## src/inc/aie_map.svh

```systemverilog
`ifndef AIE_MAP_SVH
`define AIE_MAP_SVH

// opcode fields of the two add instructions
`define AIE_OPC_IMM        8'h0F
`define AIE_OPC_REG        6'h09
`define AIE_OPC_IMM_HI     15
`define AIE_OPC_IMM_LO     8
`define AIE_OPC_REG_HI     15
`define AIE_OPC_REG_LO     10

// field positions of the register-add word
`define AIE_BIT_DEST       9
`define AIE_BIT_BANK       8
`define AIE_FADDR_HI       7
`define AIE_FADDR_LO       0

// addressing limits and bank numbers
`define AIE_IDX_MAX        8'h5F
`define AIE_ACC_BANK_LO    4'h0
`define AIE_ACC_BANK_HI    4'hF

// reset values
`define AIE_ACC_RST        8'h00
`define AIE_DATA_RST       8'h00
`define AIE_ADDR_RST       12'h000

`endif

```

## src/inc/aie_pkg.sv

```systemverilog
package aie_pkg;

   typedef enum logic [1:0]
   {
      AIE_PH_Q1 = 2'b00,
      AIE_PH_Q2 = 2'b01,
      AIE_PH_Q3 = 2'b10,
      AIE_PH_Q4 = 2'b11
   } aie_phase_e;

   typedef enum logic [1:0]
   {
      AIE_OP_NONE = 2'b00,
      AIE_OP_IMM  = 2'b01,
      AIE_OP_REG  = 2'b10
   } aie_op_e;

   typedef enum logic [1:0]
   {
      AIE_MODE_ACCESS  = 2'b00,
      AIE_MODE_BANKED  = 2'b01,
      AIE_MODE_INDEXED = 2'b10
   } aie_mode_e;

   typedef struct packed
   {
      logic n;
      logic ov;
      logic z;
      logic dc;
      logic c;
   } aie_flag_s;

   typedef struct packed
   {
      logic       rd;
      logic       wr;
      aie_mode_e  mode;
      logic [11:0] addr;
      logic [7:0] wdata;
   } aie_dmem_s;

endpackage

```

## src/core/aie_alu.sv

```systemverilog
`timescale 1ns/1ps

module aie_alu
   import aie_pkg::*;
(
   input  wire logic [7:0] a_i,
   input  wire logic [7:0] b_i,
   output logic      [7:0] sum_o,
   output aie_flag_s       flags_o
);

   logic [8:0] full_sum;
   logic [4:0] nib_sum;

   assign full_sum      = {1'b0, a_i} + {1'b0, b_i};
   assign nib_sum       = {1'b0, a_i[3:0]} + {1'b0, b_i[3:0]};
   assign sum_o         = full_sum[7:0];
   assign flags_o.n     = full_sum[7];
   // same-sign operands giving an opposite-sign result is a signed wrap
   assign flags_o.ov    = (a_i[7] == b_i[7]) && (full_sum[7] != a_i[7]);
   assign flags_o.z     = (full_sum[7:0] == 8'h00);
   assign flags_o.dc    = nib_sum[4];
   assign flags_o.c     = full_sum[8];

endmodule

```

## src/core/aie_core.sv

```systemverilog
`timescale 1ns/1ps
`include "aie_map.svh"

module aie_core
   import aie_pkg::*;
(
   input  wire logic       core_clk_i,
   input  wire logic       rstn_i,
   input  wire logic       ce_i,
   input  wire logic [15:0] instr_i,
   input  wire logic       instr_valid_i,
   input  wire logic       ext_set_en_i,
   input  wire logic [3:0] bank_sel_i,
   input  wire logic [11:0] idx_base_i,
   input  wire logic [7:0] dmem_rdata_i,
   output aie_dmem_s       dmem_o,
   output logic      [7:0] acc_o,
   output aie_flag_s       flags_o,
   output aie_phase_e      phase_o,
   output logic            done_o
);

   aie_phase_e  phase_r;
   aie_op_e     op_r;
   logic        dest_reg_r;
   logic [7:0]  opnd_r;
   logic [7:0]  acc_r;
   aie_flag_s   flags_r;
   aie_dmem_s   dmem_r;
   logic        done_r;

   // decode of the word offered in the first phase
   logic        is_imm;
   logic        is_reg;
   logic        take;
   aie_op_e     dec_op;
   logic [7:0]  faddr;
   logic        bank_bit;
   logic        low_addr;
   logic        use_idx;
   aie_mode_e   dec_mode;
   logic [11:0] idx_addr;
   logic [11:0] dec_addr;

   assign is_imm   = (instr_i[`AIE_OPC_IMM_HI:`AIE_OPC_IMM_LO] == `AIE_OPC_IMM);
   assign is_reg   = (instr_i[`AIE_OPC_REG_HI:`AIE_OPC_REG_LO] == `AIE_OPC_REG);
   assign take     = ce_i && instr_valid_i && (phase_r == AIE_PH_Q1);
   assign dec_op   = is_imm ? AIE_OP_IMM : (is_reg ? AIE_OP_REG : AIE_OP_NONE);
   assign faddr    = instr_i[`AIE_FADDR_HI:`AIE_FADDR_LO];
   assign bank_bit = instr_i[`AIE_BIT_BANK];
   assign low_addr = (faddr <= `AIE_IDX_MAX);
   assign use_idx  = ext_set_en_i && !bank_bit && low_addr;
   assign idx_addr = idx_base_i + {4'h0, faddr};

   // indexed mode only takes over the low access-bank half, never a banked access
   assign dec_mode = bank_bit ? AIE_MODE_BANKED : (use_idx ? AIE_MODE_INDEXED : AIE_MODE_ACCESS);
   assign dec_addr = bank_bit ? {bank_sel_i, faddr} :
                     use_idx  ? idx_addr :
                     low_addr ? {`AIE_ACC_BANK_LO, faddr} :
                                {`AIE_ACC_BANK_HI, faddr};

   // processing in the third phase
   logic [7:0]  alu_sum;
   aie_flag_s   alu_flags;
   logic        active;
   logic        to_acc;

   aie_alu u_alu
   (
      .a_i     (acc_r),
      .b_i     (opnd_r),
      .sum_o   (alu_sum),
      .flags_o (alu_flags)
   );

   assign active = (op_r != AIE_OP_NONE);
   assign to_acc = (op_r == AIE_OP_IMM) || ((op_r == AIE_OP_REG) && !dest_reg_r);

   // the phase counter advances only on clocks with ce_i high, so the instruction cycle is four enabled clocks
   always_ff @(posedge core_clk_i or negedge rstn_i)
   begin
      if (!rstn_i)
      begin
         phase_r    <= AIE_PH_Q1;
         op_r       <= AIE_OP_NONE;
         dest_reg_r <= 1'b0;
         opnd_r     <= `AIE_DATA_RST;
         acc_r      <= `AIE_ACC_RST;
         flags_r    <= '0;
         dmem_r     <= '{rd: 1'b0, wr: 1'b0, mode: AIE_MODE_ACCESS, addr: `AIE_ADDR_RST, wdata: `AIE_DATA_RST};
         done_r     <= 1'b0;
      end
      else if (ce_i)
      begin
         unique case (phase_r)
            AIE_PH_Q1:
            begin
               phase_r    <= AIE_PH_Q2;
               op_r       <= take ? dec_op : AIE_OP_NONE;
               dest_reg_r <= instr_i[`AIE_BIT_DEST];
               opnd_r     <= faddr;
               if (take && (dec_op == AIE_OP_REG))
               begin
                  dmem_r.rd   <= 1'b1;
                  dmem_r.mode <= dec_mode;
                  dmem_r.addr <= dec_addr;
               end
            end
            AIE_PH_Q2:
            begin
               phase_r   <= AIE_PH_Q3;
               dmem_r.rd <= 1'b0;
               if (op_r == AIE_OP_REG)
               begin
                  opnd_r <= dmem_rdata_i;
               end
            end
            AIE_PH_Q3:
            begin
               phase_r <= AIE_PH_Q4;
               done_r  <= active;
               if (active)
               begin
                  flags_r <= alu_flags;
               end
               if (to_acc)
               begin
                  acc_r <= alu_sum;
               end
               else if (active)
               begin
                  dmem_r.wr    <= 1'b1;
                  dmem_r.wdata <= alu_sum;
               end
            end
            AIE_PH_Q4:
            begin
               phase_r   <= AIE_PH_Q1;
               dmem_r.wr <= 1'b0;
               done_r    <= 1'b0;
            end
         endcase
      end
   end

   assign dmem_o  = dmem_r;
   assign acc_o   = acc_r;
   assign flags_o = flags_r;
   assign phase_o = phase_r;
   assign done_o  = done_r;

   logic [8:0] chk_sum;
   logic [4:0] chk_nib;
   logic       commit;

   assign chk_sum = {1'b0, acc_r} + {1'b0, opnd_r};
   assign chk_nib = {1'b0, acc_r[3:0]} + {1'b0, opnd_r[3:0]};
   assign commit  = ce_i && (phase_r == AIE_PH_Q3) && active;
endmodule

```

## config.mk

```make
export PLATFORM = sky130hd
export DESIGN_NAME = aie_core
export DESIGN_NICKNAME = d
export VERILOG_FILES = /design/src/inc/aie_pkg.sv /design/src/core/aie_alu.sv /design/src/core/aie_core.sv
export VERILOG_INCLUDE_DIRS = /design/src /design/src/inc
export SDC_FILE = /design/constraint.sdc
export NUM_CORES = 1
export LEC_CHECK = 0
export BUFFER_PORTS_ARGS = -buffer_cell sky130_fd_sc_hd__buf_2
export CAP_MARGIN = 20
export CORE_MARGIN = 4
export CORE_UTILIZATION = 40
export DETAILED_ROUTE_END_ITERATION = 8
export GPL_TIMING_DRIVEN = 0
export MAX_ROUTING_LAYER = met4
export PLACE_DENSITY = 0.7
export REMOVE_ABC_BUFFERS = 1
export SETUP_SLACK_MARGIN = 0.4
export SKIP_LAST_GASP = 1
export SLEW_MARGIN = 5
export SYNTH_ARGS = -nofsm -noshare
export SYNTH_HDL_FRONTEND = slang
export SYNTH_HIERARCHICAL = 1
export SYNTH_SLANG_ARGS = --single-unit
```

## constraint.sdc

```tcl
create_clock -name core_clk_i -period 4.3 [get_ports core_clk_i]
set_clock_uncertainty 0.2 [all_clocks]
set_input_delay 0.645 -clock core_clk_i [delete_from_list [all_inputs] [get_ports core_clk_i]]
set_output_delay 0.645 -clock core_clk_i [all_outputs]
set_load 0.1 [all_outputs]
```

==> results.md <==
* Most area-consuming cells after synthesis: dfrtp_1, ha_1, mux2_2
* Vias in the first global route at 2548
* Share of the synthesized area in the top cell type at 40.6%
* Crit Reg-Reg Startpoint: acc_o[5]
* Setup TNS at 0 ns
* Layout fillers at 760
* # DRC at 0
* Gpl congestion at 0.875
* Initial core utilization at 40.9%
* Pint at 1060 uW
* H-tree depth at 2
* Via count at 2586
* Crit path capture type: register
* Die ar. at 0.00934 mm2
* DRT iter0 DRCs at 51
* Fraction of layout cells with a size suffix above 1 at 31.7%
* Switching Fraction at 46.2%
* Tot Pwr at 1980 uW
* HP Class: in2async
* Max Clk Rate at 381 MHz
* Gr usage total at 15.8%
* Post-synthesis sequential area ratio at 40.6%
* WL/cell at 14.5 um
* Area grow syn2layout at 20.1%
* PostCTS Resize Cnt at 0
* Ports at 85
* Syn avg cell area at 10.0 um2
* Core Box Area at 0.00769 mm2
* Initial antenna violation count at 0
* Final number of hold-violating endpoints at 0
* Root Buffer: clkbuf_8
* Inserted Diodes at 0
* Sink Count at 51
* Arrival time at the worst endpoint at 2.66 ns
* Synthesized instance count at 313
* Status: complete, no violations
* Die X at 96.6 um
* Fin. max-slew vios at 0
* Cts hold-fix bufs at 0
* Drt total wl at 7210 um
* Synth Warn # at 6
* Top cells by count, synth: dfrtp_1, nand2_1, o21ai_0
* Fin nets at 461
* Cell Area, Placed at 0.00364 mm2
* Slew headroom at 36.6%
* FFs w/ async S/R, synth at 100%
* Height of the die at 96.6 um
* Worst IR Drop VDD at 0.170 mV
* Overflow after GRT at 0
* Post-synth top area cell: dfrtp_1
* Cell Area, Synth at 0.00314 mm2
* Power Dens Cells at 524 mW/mm2
* Clock power share at 19.7%
* Period Utilization, post-route at 61.0%
* Worst-path maximum fanout at 5
* Synth cell types at 55
* NetSw at 914 uW
* Leakage at 0.00199 uW
* CTS tree: yes
* Clock Tree Buf Depth at 2
* Reg power frac at 32.1%
* DRT Pass-1 Iters at 4
* Most frequent cell after synthesis: dfrtp_1
* Max_cap viols at 0
* # rows at 32
* WP data required at 4.34 ns
* Beginning of the critical path: acc_o[5]
* Kind of critical path: reg2reg
* First-pass GRT wire length at 12000 um
* IO buf count at 84
* Combinational power share at 48.3%
* Clock Latency Late Sink at 0.30 ns
* Postcts setup bufs at 0
* Min cycle time layout at 2.62 ns
* Tightest Pin Transition at 0.949 ns
* Post-layout instance area at 0.00377 mm2
* FF+latch count, synth at 51
* Vias per cell at 5.21
* Largest net degree at the start of global routing at 31
* RSZ-0062 raised after global routing: no
* Final ANT Viol Nets at 0
* Post-DP HPWL at 5810 um
* Worst-path clk slew at 0.09 ns
* R2R setup slack at 1.68 ns
* # setup viols final at 0
* Startpoint types: register
* Top_reg_cell synth: dfrtp_1
* EDFF count, synth at 0
* Num CTS Buffers at 5
kinds of logic after synthesis:
logic type | after synthesis | synth area share [%]
adders and majority gates | 23 | 9.63
buffers and inverters | 27 | 3.98
xor gates and xnor gates | 7 | 1.95
and+or+nand+nor | 93 | 15.4
DFF | 51 | 40.6
muxes | 35 | 12.1
AOI/OAI and AO/OA | 77 | 16.4
state kept, by name, indices dropped and copies added (netlist names):
register    flops
acc_o           8
dest_reg_r      1
dmem_o         24
done_o          1
flags_o         5
op_r            2
opnd_r          8
phase_o         2
cells in the final DEF, fill, tap and decap left out, types with 4 or more instances in the layout:
master | synthesis | layout
nand2_1 | 40 | 40
and3_1 | 4 | 4
nor2b_1 | 6 | 6
buf_2 | 4 | 84
xnor2_1 | 6 | 6
inv_1 | 15 | 15
mux2_2 | 22 | 22
a21oi_1 | 8 | 8
o21a_1 | 5 | 5
dfrtp_1 | 51 | 51
clkbuf_8 | 0 | 5
a31oi_1 | 5 | 5
nor3_1 | 6 | 6
nor2_1 | 14 | 14
a21o_1 | 6 | 6
o21ai_0 | 23 | 23
ha_1 | 21 | 21
mux2i_1 | 12 | 12
area by class of cell:
cell class	instances	area, um2	share of cell area, %
Timing Repair Buffer	85	440	11.7
Multi-Input combinational cell	235	1740	46.1
Sequential cell	51	1280	33.8
Clock buffer	6	72.6	1.92
Tap cell	102	128	3.38
Clock inverter	2	60.1	1.59
Inverter	15	56.3	1.49
metrics by stage:
| step | instances | hold WS (ns) | utilization [%] | worst slack, ns |
|---|---|---|---|---|
| finish | 496 | 0.101 | 49.1 | 1.68 |
| global route | 496 | 0.126 | 49.1 | 1.58 |
| CTS | 496 | 0.105 | 49.1 | 1.65 |
| detailed placement | 488 | 0.268 | 47.4 | 1.52 |
| global placement | 487 | 0.269 | 47.1 | 1.58 |
| floorplan | 301 | 0.149 | - | 1.31 |
path summary, 6_finish.rpt:
path,end,cells past startpoint
max in group asynchronous,op_r[1],2
min in group core_clk_i,opnd_r[3],2
setup / recovery,flags_o[2],7
hold reg to reg,opnd_r[3],2
hold / removal,dmem_o[1],1
setup reg to reg,flags_o[2],7
power groups by stage:
stage | clock [uW] | sequential, uW | combinational, uW
after global placement | 0 | 642 | 938
after detailed placement | 0 | 646 | 962
after global routing | 423 | 648 | 1030
final | 389 | 634 | 955
after CTS | 402 | 637 | 964
after floorplan | 0 | 1010 | 396
critical path, stage by stage, from the launching register on:
cell and delay, ns:
dfrtp_1 0.41, ha_1 0.37, a21o_1 0.20, a31o_1 0.21
a221o_1 0.31, a211o_1 0.34, nor4_2 0.32, mux2_2 0.20
routing by layer:
layer | routed length [um] | vias up | track usage (%)
met3 | 351 | 12 | 2.96
met2 | 3600 | 67 | 27.2
li1 | - | 1293 | -
met4 | 81 | 0 | 4.10
met1 | 3180 | 1214 | 19.2
met5 | 0 | - | -
Note: power is estimated with default switching activity, not from simulation.
